`config.mk`:
```
export PLATFORM = sky130hd
export DESIGN_NAME = rssd_datapath
export DESIGN_NICKNAME = d
export VERILOG_FILES = /design/src/inc/rssd_pkg.sv /design/src/rtl/rssd_datapath.sv
export SDC_FILE = /design/constraint.sdc
export NUM_CORES = 1
export LEC_CHECK = 0
export BUFFER_PORTS_ARGS = -buffer_cell sky130_fd_sc_hd__buf_4
export CAP_MARGIN = 25
export CELL_PAD_IN_SITES_DETAIL_PLACEMENT = 1
export CELL_PAD_IN_SITES_GLOBAL_PLACEMENT = 2
export CORE_ASPECT_RATIO = 1.75
export CORE_MARGIN = 8
export CORE_UTILIZATION = 38
export CTS_BUF_LIST = sky130_fd_sc_hd__clkbuf_16
export DETAILED_ROUTE_END_ITERATION = 10
export PLACE_DENSITY = 0.91
export SLEW_MARGIN = 25
export SYNTH_ARGS = -nofsm -noshare
export SYNTH_HDL_FRONTEND = slang
export SYNTH_SLANG_ARGS = --single-unit
```
`constraint.sdc`:
```
create_clock -name clk_sys -period 8.7 [get_ports clk_sys]
set_clock_uncertainty 0.15 [all_clocks]
set_input_delay 0.87 -clock clk_sys [delete_from_list [all_inputs] [get_ports clk_sys]]
set_output_delay 0.87 -clock clk_sys [all_outputs]
set_load 0.05 [all_outputs]
```
`src/inc/rssd_pkg.sv`:
```
// How it works
// - Rotate left into working register, flags kept
// - Rotate left through carry, result to memory
// - Same carry rotation, result to working register
// - Rotate right to memory, flags kept
// - Rotate right into working register, memory kept
// - Rotate right through carry, result to memory
// - Right carry rotation into working register
// - Working minus operand minus inverted carry
// - Borrow subtract result goes to memory
// - Carry is inverted borrow after subtraction
// - Subtraction updates all six arithmetic flags
// - Plain subtract into working register
// - Plain subtract result goes to memory
// - Decrement memory, skip when zero
// - Decrement into working register, skip on zero
// - Increment memory, skip when zero
// - Increment into working register, skip on zero
// - Skip instructions take two cycles
// - Skip when selected memory bit set
// - Write byte back, skip when nonzero
// - Set whole memory byte to ones
// - Set only the selected bit
package rssd_pkg;

    // ****************************************
    // Register map (byte addresses)
    // ****************************************
    localparam logic [4:0] RSSD_OFS_CMD = 5'h00;
    localparam logic [4:0] RSSD_OFS_MEM = 5'h04;
    localparam logic [4:0] RSSD_OFS_IMM = 5'h08;
    localparam logic [4:0] RSSD_OFS_WORK = 5'h0c;
    localparam logic [4:0] RSSD_OFS_FLAGS = 5'h10;
    localparam logic [4:0] RSSD_OFS_RESULT = 5'h14;

    // Command register fields
    localparam int RSSD_CMD_OP_LSB = 0;
    localparam int RSSD_CMD_BIT_LSB = 8;

    // Flag bit positions
    localparam int RSSD_FL_C = 0;
    localparam int RSSD_FL_AC = 1;
    localparam int RSSD_FL_Z = 2;
    localparam int RSSD_FL_OV = 3;
    localparam int RSSD_FL_SC = 4;
    localparam int RSSD_FL_CZ = 5;

    // Result register fields
    localparam int RSSD_RES_WE = 8;
    localparam int RSSD_RES_SKIP = 9;
    localparam int RSSD_RES_BUSY = 10;

    // Reset values and the all-ones set-byte pattern
    localparam logic [7:0] RSSD_RST_BYTE = 8'h00;
    localparam logic [5:0] RSSD_RST_FLAGS = 6'h00;
    localparam logic [7:0] RSSD_ALL_ONES = 8'hff;

    typedef enum logic [4:0] {
        RSSD_OP_ROT_L_W = 5'h00,
        RSSD_OP_ROT_L_C = 5'h01,
        RSSD_OP_ROT_L_CW = 5'h02,
        RSSD_OP_ROT_R_M = 5'h03,
        RSSD_OP_ROT_R_W = 5'h04,
        RSSD_OP_ROT_R_C = 5'h05,
        RSSD_OP_ROT_R_CW = 5'h06,
        RSSD_OP_SBC_M = 5'h07,
        RSSD_OP_SBC_I = 5'h08,
        RSSD_OP_SBC_TO_M = 5'h09,
        RSSD_OP_SUB_M = 5'h0a,
        RSSD_OP_SUB_I = 5'h0b,
        RSSD_OP_SUB_TO_M = 5'h0c,
        RSSD_OP_DEC_SKIP = 5'h0d,
        RSSD_OP_DEC_SKIP_W = 5'h0e,
        RSSD_OP_INC_SKIP = 5'h0f,
        RSSD_OP_INC_SKIP_W = 5'h10,
        RSSD_OP_SKIP_BIT_NZ = 5'h11,
        RSSD_OP_SKIP_NZ = 5'h12,
        RSSD_OP_SET_BYTE = 5'h13,
        RSSD_OP_SET_BIT = 5'h14
    } rssd_op_t;

    typedef enum logic [2:0] {
        RSSD_ST_IDLE = 3'b001,
        RSSD_ST_EXEC = 3'b010,
        RSSD_ST_DUMMY = 3'b100
    } rssd_state_t;

    typedef struct packed {
        logic sign_flag;
        logic chain_null;
        logic signed_wrap;
        logic null_flag;
        logic half_nibble;
        logic carry;
    } rssd_flags_t;

    typedef struct packed {
        rssd_state_t state;
        logic [4:0] op;
        logic [2:0] bit_sel;
        logic [7:0] mem_byte;
        logic [7:0] imm_byte;
        logic [7:0] working;
        logic [5:0] flags;
        logic [7:0] mem_result;
        logic mem_we;
        logic skip;
        logic skip_out;
        logic waitreq;
        logic [31:0] rdata;
    } rssd_regs_t;

endpackage

```
`src/rtl/rssd_datapath.sv`:
```
// The Avalon-MM interface to the registers and the register offsets were decided locally.
`timescale 1ns/100ps
module rssd_datapath
    import rssd_pkg::*;
(
    input wire logic clk_sys,
    input wire logic rst,
    input wire logic [4:0] avs_address,
    input wire logic avs_read,
    input wire logic avs_write,
    input wire logic [3:0] avs_byteenable,
    input wire logic [31:0] avs_writedata,
    output logic [31:0] avs_readdata,
    output logic avs_waitrequest,
    output logic mem_write,
    output logic [7:0] mem_data,
    output logic skip_next,
    output logic [7:0] working_register,
    output logic [5:0] flag_bits
);

    rssd_regs_t q;
    rssd_regs_t d;

    logic req;
    logic commit;
    logic [7:0] a;
    logic [7:0] m;
    logic [7:0] b;
    logic borrow;
    logic [8:0] diff;
    logic [4:0] nib;
    logic [7:0] r;
    logic ov;
    logic [7:0] dec_v;
    logic [7:0] inc_v;
    logic c_in;
    logic [7:0] bit_mask;
    logic [31:0] rd_mux;

    // ****************************************
    // Arithmetic
    // ****************************************
    always_comb begin
        a = q.working;
        m = q.mem_byte;
        c_in = q.flags[RSSD_FL_C];
        b = (q.op == RSSD_OP_SBC_I || q.op == RSSD_OP_SUB_I) ? q.imm_byte : m;
        // Carry acts as inverted borrow on input too
        borrow = 1'b0;
        if (q.op == RSSD_OP_SBC_M || q.op == RSSD_OP_SBC_I || q.op == RSSD_OP_SBC_TO_M) begin
            borrow = ~c_in;
        end
        diff = {1'b0, a} - {1'b0, b} - {8'h00, borrow};
        nib = {1'b0, a[3:0]} - {1'b0, b[3:0]} - {4'h0, borrow};
        r = diff[7:0];
        ov = (a[7] != b[7]) && (r[7] != a[7]);
        dec_v = m - 8'h01;
        inc_v = m + 8'h01;
        bit_mask = 8'h01 << q.bit_sel;
    end

    // ****************************************
    // Register read mux
    // ****************************************
    always_comb begin
        rd_mux = 32'h0000_0000;
        unique case ({avs_address[4:2], 2'b00})
            RSSD_OFS_CMD: rd_mux = {16'h0000, 5'h00, q.bit_sel, 3'h0, q.op};
            RSSD_OFS_MEM: rd_mux = {24'h000000, q.mem_byte};
            RSSD_OFS_IMM: rd_mux = {24'h000000, q.imm_byte};
            RSSD_OFS_WORK: rd_mux = {24'h000000, q.working};
            RSSD_OFS_FLAGS: rd_mux = {26'h0, q.flags};
            RSSD_OFS_RESULT: rd_mux = {21'h0, q.state != RSSD_ST_IDLE, q.skip,
                q.mem_we, q.mem_result};
            default: rd_mux = 32'h0000_0000;
        endcase
    end

    // ****************************************
    // Next state
    // ****************************************
    always_comb begin
        d = q;
        d.mem_we = 1'b0;
        d.skip_out = 1'b0;
        req = avs_read || avs_write;
        // Accesses stall while an instruction runs so state never changes under it
        commit = req && !q.waitreq;
        if (req && q.waitreq && q.state == RSSD_ST_IDLE) begin
            d.waitreq = 1'b0;
            d.rdata = rd_mux;
        end
        if (commit) begin
            d.waitreq = 1'b1;
            if (avs_write && avs_byteenable[0]) begin
                unique case ({avs_address[4:2], 2'b00})
                    RSSD_OFS_CMD: begin
                        d.op = avs_writedata[RSSD_CMD_OP_LSB +: 5];
                        d.state = RSSD_ST_EXEC;
                        d.skip = 1'b0;
                    end
                    RSSD_OFS_MEM: d.mem_byte = avs_writedata[7:0];
                    RSSD_OFS_IMM: d.imm_byte = avs_writedata[7:0];
                    RSSD_OFS_WORK: d.working = avs_writedata[7:0];
                    RSSD_OFS_FLAGS: d.flags = avs_writedata[5:0];
                    default: d.waitreq = 1'b1;
                endcase
            end
            if (avs_write && avs_byteenable[1] && {avs_address[4:2], 2'b00} == RSSD_OFS_CMD) begin
                d.bit_sel = avs_writedata[RSSD_CMD_BIT_LSB +: 3];
            end
        end

        unique case (q.state)
            // Skip result stays readable until a new command clears it
            RSSD_ST_IDLE: d.skip_out = 1'b0;
            RSSD_ST_EXEC: begin
                d.state = RSSD_ST_IDLE;
                unique case (q.op)
                    RSSD_OP_ROT_L_W: d.working = {m[6:0], m[7]};
                    RSSD_OP_ROT_L_C: begin
                        d.mem_result = {m[6:0], c_in};
                        d.mem_we = 1'b1;
                        d.flags[RSSD_FL_C] = m[7];
                    end
                    RSSD_OP_ROT_L_CW: begin
                        d.working = {m[6:0], c_in};
                        d.flags[RSSD_FL_C] = m[7];
                    end
                    RSSD_OP_ROT_R_M: begin
                        d.mem_result = {m[0], m[7:1]};
                        d.mem_we = 1'b1;
                    end
                    RSSD_OP_ROT_R_W: d.working = {m[0], m[7:1]};
                    RSSD_OP_ROT_R_C: begin
                        d.mem_result = {c_in, m[7:1]};
                        d.mem_we = 1'b1;
                        d.flags[RSSD_FL_C] = m[0];
                    end
                    RSSD_OP_ROT_R_CW: begin
                        d.working = {c_in, m[7:1]};
                        d.flags[RSSD_FL_C] = m[0];
                    end
                    RSSD_OP_SBC_M, RSSD_OP_SBC_I, RSSD_OP_SBC_TO_M,
                    RSSD_OP_SUB_M, RSSD_OP_SUB_I, RSSD_OP_SUB_TO_M: begin
                        if (q.op == RSSD_OP_SBC_TO_M || q.op == RSSD_OP_SUB_TO_M) begin
                            d.mem_result = r;
                            d.mem_we = 1'b1;
                        end else begin
                            d.working = r;
                        end
                        d.flags[RSSD_FL_C] = ~diff[8];
                        d.flags[RSSD_FL_AC] = ~nib[4];
                        d.flags[RSSD_FL_Z] = (r == 8'h00);
                        d.flags[RSSD_FL_OV] = ov;
                        d.flags[RSSD_FL_SC] = r[7] ^ ov;
                        // Chained zero keeps multi-byte zero test across borrow steps
                        d.flags[RSSD_FL_CZ] = (r == 8'h00) && (borrow == 1'b0 ?
                            (q.op == RSSD_OP_SUB_M || q.op == RSSD_OP_SUB_I ||
                            q.op == RSSD_OP_SUB_TO_M || q.flags[RSSD_FL_CZ]) :
                            q.flags[RSSD_FL_CZ]);
                    end
                    RSSD_OP_DEC_SKIP: begin
                        d.mem_result = dec_v;
                        d.mem_we = 1'b1;
                        d.skip = (dec_v == 8'h00);
                    end
                    RSSD_OP_DEC_SKIP_W: begin
                        d.working = dec_v;
                        d.skip = (dec_v == 8'h00);
                    end
                    RSSD_OP_INC_SKIP: begin
                        d.mem_result = inc_v;
                        d.mem_we = 1'b1;
                        d.skip = (inc_v == 8'h00);
                    end
                    RSSD_OP_INC_SKIP_W: begin
                        d.working = inc_v;
                        d.skip = (inc_v == 8'h00);
                    end
                    RSSD_OP_SKIP_BIT_NZ: d.skip = |(m & bit_mask);
                    RSSD_OP_SKIP_NZ: begin
                        d.mem_result = m;
                        d.mem_we = 1'b1;
                        d.skip = (m != 8'h00);
                    end
                    RSSD_OP_SET_BYTE: begin
                        d.mem_result = RSSD_ALL_ONES;
                        d.mem_we = 1'b1;
                    end
                    RSSD_OP_SET_BIT: begin
                        d.mem_result = m | bit_mask;
                        d.mem_we = 1'b1;
                    end
                    default: d.state = RSSD_ST_IDLE;
                endcase
                if (q.op >= RSSD_OP_DEC_SKIP && q.op <= RSSD_OP_SKIP_NZ) begin
                    d.state = RSSD_ST_DUMMY;
                    d.skip_out = d.skip;
                end
                if (d.mem_we) begin
                    d.mem_byte = d.mem_result;
                end
            end
            RSSD_ST_DUMMY: d.state = RSSD_ST_IDLE;
            default: d.state = RSSD_ST_IDLE;
        endcase
    end

    always_ff @(posedge clk_sys or posedge rst) begin
        if (rst) begin
            q <= '{state: RSSD_ST_IDLE, op: 5'h00, bit_sel: 3'h0,
                mem_byte: RSSD_RST_BYTE, imm_byte: RSSD_RST_BYTE, working: RSSD_RST_BYTE,
                flags: RSSD_RST_FLAGS, mem_result: RSSD_RST_BYTE, mem_we: 1'b0,
                skip: 1'b0, skip_out: 1'b0, waitreq: 1'b1, rdata: 32'h0000_0000};
        end else begin
            q <= d;
        end
    end

    // ****************************************
    // Outputs
    // ****************************************
    assign avs_readdata = q.rdata;
    assign avs_waitrequest = q.waitreq;
    assign mem_write = q.mem_we;
    assign mem_data = q.mem_result;
    // Skip raised during the dummy cycle so the fetch unit can discard it
    assign skip_next = q.skip_out;
    assign working_register = q.working;
    assign flag_bits = q.flags;

endmodule

```
==> results.py, run 1 <==
metrics = {
    "timing": {
        "final_max_slew_viol_count": 0,
        "worst_slack_ns": 4.22,
        "max_slew_margin": 0.318,
        "finalCritPeriodShare": 0.514,
        "setup_viol": 0,
        "setup_tns_ns": 0,
        "timing_hold_violations_final": 0,
        "worst_pin_slew_ns": 1.02,
        "period_minus_slack_ns": 4.48,
        "fmax_mhz": 223,
        "rsz0062_at_grt": "no",
    },
    "synthesis": {
        "ys_seq_elements": 64,
        "ys_seq_area_frac": 0.257,
        "synth-main-ff-cell": "dfrtp_1",
        "synth_warnings": 0,
        "syn_avg_cell_area_um2": 8.68,
        "synthDistinctLibCells": 93,
        "synth-edff-count": 0,
        "syn_area_um2": 6250,
        "async_reset_ff_frac": 1.00,
        "syn_inst": 720,
    },
    "worst_setup_path": {
        "crit_path_max_fanout": 33,
        "startpoint_type": "flip-flop",
        "cp.arrival_ns": 4.59,
        "cp_data_required_time_ns": 8.81,
        "worstSetupPathType": "reg -> reg",
        "slowest_delay_ns": 0.43,
        "path_cells": "buf_4 -> xor2_1 -> or3_1 -> mux2_2 -> fa_1 -> fa_1 -> a21boi_0 -> o221a_2 -> xor2_1 -> mux2i_1 -> o221a_2 -> a21oi_1",
        "end_kind": "flip-flop",
        "crit_slowest_cell": "or3_1",
    },
    "cts": {
        "root_buffer": "clkbuf_16",
        "cts_num_sinks": 64,
        "cts_resized": 0,
        "clk_latency_ns": 0.34,
        "cts_max_path_buffers": 2,
        "cts_tree": "yes",
        "cts_htree_levels": 3,
        "ctsHoldBuffers": 0,
        "cts-buffers-inserted": 9,
        "path_clk_slew_ns": 0.06,
        "post-cts-setup-buffers": 0,
    },
    "global_route": {
        "grt_pass1_vias": 6298,
        "grt_max_degree": 65,
        "grt_usage": 0.237,
        "grt_use_met1": 0.238,
        "grt_first_pass_wirelength_mm": 37.7,
        "antenna_found_initial": 0,
        "top_usage_layer": "met2",
        "use_met3": 0.0273,
        "overflow": 0,
        "met2_usage": 0.434,
    },
    "finish": {
        "drive_gt1_frac": 0.235,
        "nFillCells": 1957,
        "final_nets": 778,
        "area_delta_synth_final_pct": 7.32,
        "design_area_um2": 6710,
        "diodes": 0,
    },
    "job": {
        "maxCapViolCount": 0,
    },
    "placed_design": {
        "gp_congestion": 0.969,
        "placed_cell_area_um2": 6370,
        "place_ws_ns": 4.26,
        "portBuffers": 55,
        "dp_hpwl_mm": 18.7,
    },
    "drt": {
        "dr.pass1.iters": 5,
        "ant_nets": 0,
        "vias_per_cell": 6.41,
        "drc_errors": 0,
        "vias": 5839,
        "drt_iter0_drc": 332,
        "wirelength_mm": 24.8,
        "wire_per_inst_um": 27.3,
    },
    "floorplan": {
        "coreArea_um2": 16300,
        "fp.dieW_um": 113,
        "num_rows": 62,
        "start_util": 0.384,
        "die_h_um": 186,
        "die_area_um2": 21000,
        "io_pins": 102,
    },
    "power": {
        "ir_worst_vdd_v": 0.000330,
        "p_per_area_nw_per_um2": 351,
        "leakage_nw": 2.87,
        "p_total_mw": 2.36,
    },
    "hold_path": {
        "holdCritPathClass": "reg -> reg",
    },
    "run_status": {
        "outcome": "complete, no violations",
    },
}
## cell usage in the layout, fill, tap and decap left out, drive strengths merged, types with 9 or more instances in the layout
master / n
nand2b: 10
nand3: 13
ha: 17
conb: 21
a221oi: 11
dfrtp: 62
clkbuf: 9
o221ai: 10
nor3: 14
mux2: 46
nor2: 49
a21oi: 35
xnor2: 9
o21ai: 45
and3: 12
mux2i: 27
xor2: 10
inv: 39
buf: 67
nand2: 53
## Yosys cell counts, types with 5 or more instances
cell	number	area share
nand2b_1	9	0.0090
nor2_1	45	0.027
nor3b_1	6	0.0072
mux2i_1	27	0.043
buf_4	60	0.072
nor3_1	12	0.0096
a221oi_1	9	0.013
buf_6	9	0.016
clkbuf_1	16	0.0096
a31oi_1	8	0.0080
and3_1	12	0.012
inv_1	38	0.023
o21ai_0	35	0.028
xor2_1	10	0.014
nand4_1	6	0.0060
a21oi_1	34	0.027
a221o_1	5	0.0080
nand3b_1	5	0.0060
xnor2_1	8	0.011
dfrtp_1	62	0.25
nand2_1	51	0.031
a211oi_1	7	0.0084
nor4_1	5	0.0050
a22oi_1	8	0.0096
ha_1	17	0.034
nand3_1	13	0.010
o221ai_1	10	0.014
or3_1	7	0.0070
buf_2	17	0.014
nor2b_1	6	0.0060
o21ai_1	6	0.0048
mux2_2	46	0.083
## metrics by stage
stage,std cells,util,hold slack (ns)
floorplan,740,-,0.294
global placement,895,0.391,0.318
detailed placement,895,0.391,0.340
CTS,911,0.412,0.353
global route,911,0.412,0.376
finish,911,0.412,0.348
## flip-flops by register name (all words and copies together) (netlist names)
name and count:
working_register 8, avs_readdata 11, m 8, flag_bits 6, mem_write 1, avs_waitrequest 1, skip_next 1, q 20
mem_data 8
## cell families (layout without fill, tap and decap cells)
| logic type | Yosys count | after routing | share of synthesized area |
|---|---|---|---|
| compound gates | 185 | 185 | 0.214 |
| xor+xnor | 19 | 19 | 0.0278 |
| fa+ha+maj | 20 | 20 | 0.0420 |
| buf+inv | 143 | 122 | 0.136 |
| flops | 64 | 64 | 0.257 |
| mux | 75 | 75 | 0.133 |
| other cells | 1 | 21 | 0.000600 |
| simple gates | 213 | 213 | 0.190 |
## layout make-up
| type | count | area, µm² | share of cell area |
|---|---|---|---|
| Multi-Input combinational cell | 533 | 3870 | 0.577 |
| Timing Repair Buffer | 67 | 503 | 0.0750 |
| Tap cell | 192 | 240 | 0.0358 |
| Sequential cell | 64 | 1600 | 0.239 |
| Clock inverter | 7 | 119 | 0.0177 |
| Inverter | 39 | 146 | 0.0218 |
| Clock buffer | 9 | 225 | 0.0336 |
## critical path, delay by kind of cell (launching register included)
family / cells / cell delay, ns
AOI/OAI and AO/OA: 4 / 1.08
xor gates and xnor gates: 2 / 0.60
adders and majority gates: 2 / 0.85
buffers and inverters: 1 / 0.36
DFF: 1 / 0.32
muxes: 2 / 0.58
and+or+nand+nor: 1 / 0.43
## report_power, final
group | total, mW | internal [mW] | leakage [nW] | switching (mW)
logic | 1.46 | 0.494 | 1.93 | 0.964
clock network | 0.428 | 0.280 | 0.164 | 0.147
registers | 0.470 | 0.364 | 0.781 | 0.106
total | 2.36 | 1.14 | 2.87 | 1.22
## final timing paths
path	start	end	slack (ns)	cells after the start
setup / recovery	q[78]	mem_data[6]	4.22	12
hold / removal	avs_readdata[7]	avs_readdata[7]	0.35	2
setup reg to reg	q[78]	mem_data[6]	4.22	12
hold reg to reg	avs_readdata[7]	avs_readdata[7]	0.35	2
max in group asynchronous	rst	q[65]	7.17	3
min in group asynchronous	rst	q[81]	0.63	3
## routing by layer
metal | wire [µm] | share of wire
met5 | 0 | 0
met4 | 1940 | 0.078
met3 | 962 | 0.039
met2 | 13200 | 0.53
met1 | 8790 | 0.35
(Power assumes the default switching activity.)
==> run 2, diff against run 1 <==
--- a/config.mk
+++ b/config.mk
@@ -11,10 +11,10 @@
 export CELL_PAD_IN_SITES_GLOBAL_PLACEMENT = 2
 export CORE_ASPECT_RATIO = 1.75
 export CORE_MARGIN = 8
-export CORE_UTILIZATION = 38
+export CORE_UTILIZATION = 35
 export CTS_BUF_LIST = sky130_fd_sc_hd__clkbuf_16
 export DETAILED_ROUTE_END_ITERATION = 10
-export PLACE_DENSITY = 0.91
+export PLACE_DENSITY = 0.85
 export SLEW_MARGIN = 25
 export SYNTH_ARGS = -nofsm -noshare
 export SYNTH_HDL_FRONTEND = slang
==> constraint.sdc (replaced) <==
create_clock -name clk_sys -period 4.5 [get_ports clk_sys]
set_clock_uncertainty 0.15 [all_clocks]
set_input_delay 0.45 -clock clk_sys [delete_from_list [all_inputs] [get_ports clk_sys]]
set_output_delay 0.45 -clock clk_sys [all_outputs]
set_load 0.05 [all_outputs]
==> run 2 against run 1 <==
  * Critical path depth decreased by 1
  * Largest power group unchanged
  * Sequential share of layout area is essentially flat
  * Highest routed layer unchanged
  * Critical path type unchanged
  * First-iteration DRC count down 26%
  * Die area rose by 7.6%
  * Final cell count up 4.6%
==> results.py, run 2 (synthesis results as in run 1) <==
metrics = {
    "run_status": {
        "outcome": "complete, no violations",
    },
    "power": {
        "leakage_nw": 2.87,
        "p_per_area_nw_per_um2": 659,
        "ir_worst_vdd_v": 0.000505,
    },
    "drt": {
        "dr.pass1.iters": 5,
        "ant_nets": 0,
        "drc_errors": 0,
        "vias_per_cell": 6.01,
        "wirelength_mm": 25.2,
        "vias": 5729,
        "wire_per_inst_um": 26.5,
        "drt_iter0_drc": 247,
    },
    "worst_setup_path": {
        "r2r-end": "m[4]",
        "cp.arrival_ns": 4.31,
        "worstSetupPathType": "reg -> reg",
        "r2r_cells": 11,
        "crit_path_max_fanout": 8,
        "end_kind": "flip-flop",
        "rrSetupSlack_ns": 0.26,
        "startpoint_type": "flip-flop",
        "cp_data_required_time_ns": 4.57,
        "timing.rr.start": "q[79]",
    },
    "global_route": {
        "grt_first_pass_wirelength_mm": 38.6,
        "antenna_found_initial": 0,
        "grt_pass1_vias": 6330,
        "grt_max_degree": 39,
        "overflow": 0,
        "grt_usage": 0.232,
    },
    "finish": {
        "largest_register_ffs": 20,
        "final_nets": 781,
        "layout_common_cells": "70 x buf_4, 62 x dfrtp_1, 51 x nand2_1",
        "diodes": 0,
        "largest_register": "q",
        "drive_gt1_frac": 0.234,
        "multiInputGateArea_um2": 3870,
        "layout_commonest_cell": "buf_4",
        "post_layout_nonfiller_instances": 953,
        "nFillCells": 2080,
        "area_delta_synth_final_pct": 7.48,
        "regArea_um2": 1600,
    },
    "timing": {
        "rsz0062_at_grt": "no",
        "setup_tns_ns": 0,
        "period_minus_slack_ns": 4.24,
        "timing_hold_violations_final": 0,
        "final_max_slew_viol_count": 0,
        "finalCritPeriodShare": 0.943,
        "worst_pin_slew_ns": 0.924,
        "whs_ns": 0.125,
        "fmax_mhz": 236,
        "setup_viol": 0,
        "max_slew_margin": 0.381,
    },
    "cts": {
        "cts_num_sinks": 64,
        "path_clk_slew_ns": 0.06,
        "cts_htree_levels": 3,
        "post-cts-setup-buffers": 0,
        "ctsHoldBuffers": 0,
        "root_buffer": "clkbuf_16",
        "clk_latency_ns": 0.34,
        "cts_tree": "yes",
        "cts_resized": 0,
        "cts-buffers-inserted": 9,
        "cts_max_path_buffers": 2,
    },
    "floorplan": {
        "io_pins": 102,
        "die_area_um2": 22600,
        "fp.dieW_um": 117,
        "start_util": 0.357,
        "die_h_um": 193,
        "num_rows": 64,
        "coreArea_um2": 17500,
    },
    "placed_design": {
        "dp_hpwl_mm": 19.5,
        "placed_cells": 937,
        "gp_congestion": 0.968,
        "portBuffers": 55,
    },
    "job": {
        "maxCapViolCount": 0,
    },
    "hold_path": {
        "holdCritPathClass": "in -> async",
    },
}
## run 2: cell count changes in the layout (fill, tap and decap cells not counted), sizes merged
cell	previous run	this run
buf	67	70
bufinv	3	1
inv	39	41
## run 2: power breakdown
| part | total [mW] | internal (mW) | switching (mW) |
|---|---|---|---|
| Combinational | 2.86 | 0.964 | 1.89 |
| Sequential | 0.888 | 0.705 | 0.183 |
| Clock | 0.680 | 0.419 | 0.260 |
## run 2: metal layers
metal / up-vias / part of all wire / GRT usage
met1: 2845 / 0.34 / 0.237
met5: - / 0 / 0
met3: 100 / 0.043 / 0.0251
met4: 0 / 0.077 / 0.171
li1: 2560 / - / -
met2: 224 / 0.53 / 0.422
## run 2: worst max path at each step
stage	start	to	slack (ns)	depth (start not counted)
floorplan	q[78]	mem_data[4]	0.79	13
global placement	q[77]	m[4]	0.38	11
detailed placement	q[79]	m[4]	0.30	11
CTS	q[79]	m[4]	0.28	11
global route	q[77]	flag_bits[5]	0.11	11
finish	q[79]	m[4]	0.26	11
## run 2: metrics by stage
step                area [µm²]   util  total power, mW  setup slack [ns]
finish                    6720  0.383             4.43             0.257
global route              6720  0.383             4.68             0.109
CTS                       6720  0.383             4.41             0.279
detailed placement        6440  0.367             3.71             0.303
global placement          6440  0.367             3.63             0.382
floorplan                 6330      -             2.95             0.787
## run 2: area by class of cell
type / instances / share of cell area
Clock inverter: 7 / 0.00856
Tap cell: 231 / 0.0430
Clock buffer: 9 / 0.0335
Multi-Input combinational cell: 533 / 0.576
Inverter: 39 / 0.0218
Timing Repair Buffer: 70 / 0.0782
Sequential cell: 64 / 0.239
## run 2: critical path, stage by stage, from the launching register on
cell and delay [ns]:
dfrtp_1 0.39, nand2b_1 0.25, or3_1 0.58, mux2_2 0.41, fa_1 0.46, fa_1 0.42
a21boi_0 0.27, nor2_1 0.13, xnor2_1 0.24, mux2_2 0.32, a221oi_2 0.41, o21ai_2 0.10
==> run 3, diff against run 2 <==
--- a/config.mk
+++ b/config.mk
@@ -10,10 +10,10 @@
 export CELL_PAD_IN_SITES_DETAIL_PLACEMENT = 1
 export CELL_PAD_IN_SITES_GLOBAL_PLACEMENT = 2
 export CORE_ASPECT_RATIO = 1.75
-export CORE_MARGIN = 8
 export CORE_UTILIZATION = 35
 export CTS_BUF_LIST = sky130_fd_sc_hd__clkbuf_16
 export DETAILED_ROUTE_END_ITERATION = 10
+export MAX_ROUTING_LAYER = met4
 export PLACE_DENSITY = 0.85
 export SLEW_MARGIN = 25
 export SYNTH_ARGS = -nofsm -noshare
==> run 3 against run 2 <==
  * Critical path depth up 1
  * Via count increased by 2.4%
  * Flip-flop and latch count unchanged
  * Final cell count grew 0.10%
  * Final area rose by 1.3%
  * Die area fell by 18%
  * Highest routed layer unchanged
==> results.py, run 3 (synthesis results as in run 1) <==
metrics = {
    "power": {
        "p_per_area_nw_per_um2": 685,
        "ir_worst_vdd_v": 0.000544,
        "leakage_nw": 2.91,
        "p_total_mw": 4.66,
    },
    "worst_setup_path": {
        "startpoint_type": "flip-flop",
        "rrSetupSlack_ns": 0.21,
        "path_cells": "xor2_1 -> or3_1 -> mux2_2 -> ha_1 -> inv_1 -> ha_1 -> o21ai_0 -> nor3b_1 -> a311oi_1 -> nand3_1 -> a211oi_1 -> a21oi_1",
        "slowest_delay_ns": 0.62,
        "cp_data_required_time_ns": 4.53,
        "end_kind": "flip-flop",
        "timing.rr.start": "q[77]",
        "cp.arrival_ns": 4.32,
        "crit_path_max_fanout": 8,
        "crit_slowest_cell": "a211oi_1",
        "r2r_cells": 12,
        "r2r-end": "mem_data[7]",
        "crit_top_cell": "ha_1",
        "worstSetupPathType": "reg -> reg",
    },
    "timing": {
        "final_max_slew_viol_count": 0,
        "period_minus_slack_ns": 4.29,
        "worst_pin_slew_ns": 0.995,
        "max_slew_margin": 0.334,
        "setup_viol": 0,
        "whs_ns": 0.0734,
        "rsz0062_at_grt": "no",
        "setup_tns_ns": 0,
        "finalCritPeriodShare": 0.954,
        "fmax_mhz": 233,
        "timing_hold_violations_final": 0,
        "worst_slack_ns": 0.208,
    },
    "global_route": {
        "overflow": 0,
        "grt_usage": 0.290,
        "grt_max_degree": 39,
        "grt_pass1_vias": 6143,
        "grt_first_pass_wirelength_mm": 37.4,
        "antenna_found_initial": 0,
    },
    "run_status": {
        "outcome": "complete, no violations",
    },
    "cts": {
        "ctsHoldBuffers": 0,
        "cts_resized": 0,
        "path_clk_slew_ns": 0.06,
        "cts_tree": "yes",
        "root_buffer": "clkbuf_16",
        "cts-buffers-inserted": 9,
        "clk_latency_ns": 0.35,
        "post-cts-setup-buffers": 0,
        "cts_num_sinks": 64,
        "cts_max_path_buffers": 2,
        "cts_htree_levels": 3,
    },
    "drt": {
        "drt_iter0_drc": 398,
        "wire_per_inst_um": 26.0,
        "ant_nets": 0,
        "dr.pass1.iters": 5,
        "vias_per_cell": 6.15,
        "vias": 5864,
        "wirelength_mm": 24.8,
        "drc_errors": 0,
    },
    "placed_design": {
        "place_ws_ns": 0.284,
        "dp_hpwl_mm": 18.9,
        "portBuffers": 55,
        "gp_congestion": 0.963,
    },
    "finish": {
        "final_nets": 782,
        "layout_commonest_cell": "buf_4",
        "largest_register_ffs": 20,
        "area_delta_synth_final_pct": 8.87,
        "drive_gt1_frac": 0.238,
        "largest_register": "q",
        "layout_common_cells": "71 x buf_4, 62 x dfrtp_1, 51 x nand2_1",
        "diodes": 0,
        "fin_util": 0.390,
    },
    "floorplan": {
        "coreArea_um2": 17500,
        "fp.dieW_um": 103,
        "num_rows": 64,
        "die_area_um2": 18400,
        "io_pins": 102,
        "die_h_um": 179,
        "start_util": 0.358,
    },
    "hold_path": {
        "holdCritPathClass": "in -> async",
    },
    "job": {
        "maxCapViolCount": 0,
    },
}
[run 3: power breakdown]
| part | internal, mW | switching, mW |
|---|---|---|
| combinational | 0.969 | 1.94 |
| sequential | 0.705 | 0.174 |
| clock | 0.594 | 0.277 |
| total | 2.27 | 2.39 |
[run 3: worst max path at each step]
stage | startpoint | to
2_1_floorplan | q[78] | mem_data[4]
3_3_place_gp | q[77] | mem_data[6]
3_5_place_dp | q[77] | mem_data[6]
4_1_cts | q[77] | mem_data[7]
5_1_grt | q[77] | mem_data[7]
6_report | q[77] | mem_data[7]
[run 3: stage by stage]
step,cell area (µm²),std cells
floorplan,6330,740
global placement,6440,938
finish,6810,954
detailed placement,6440,938
global route,6810,954
CTS,6810,954
[run 3: routing by layer]
metal,up-vias,global-route usage,part of all wire
li1,2565,-,-
met1,2914,0.286,0.34
met2,262,0.493,0.52
met3,123,0.0402,0.042
met4,0,0.248,0.096
met5,-,-,0
[run 3: final cells by class]
class                      count  area (µm²)
clock inverter                 7         136
sequential                    64        1600
multi-input combinational    533        3870
clock buffer                   9         225
timing repair buffer          71         533
tap                          231         289
inverter                      39         146
fill                        2139       10700
[run 3: worst max-delay path, delay by kind of cell (launching register included)]
kind	cells	cell delay, ns
compound gates	4	1.29
simple gates	3	1.08
fa+ha+maj	2	0.60
flops	1	0.39
mux	1	0.38
xor+xnor	1	0.20
buf+inv	1	0.04
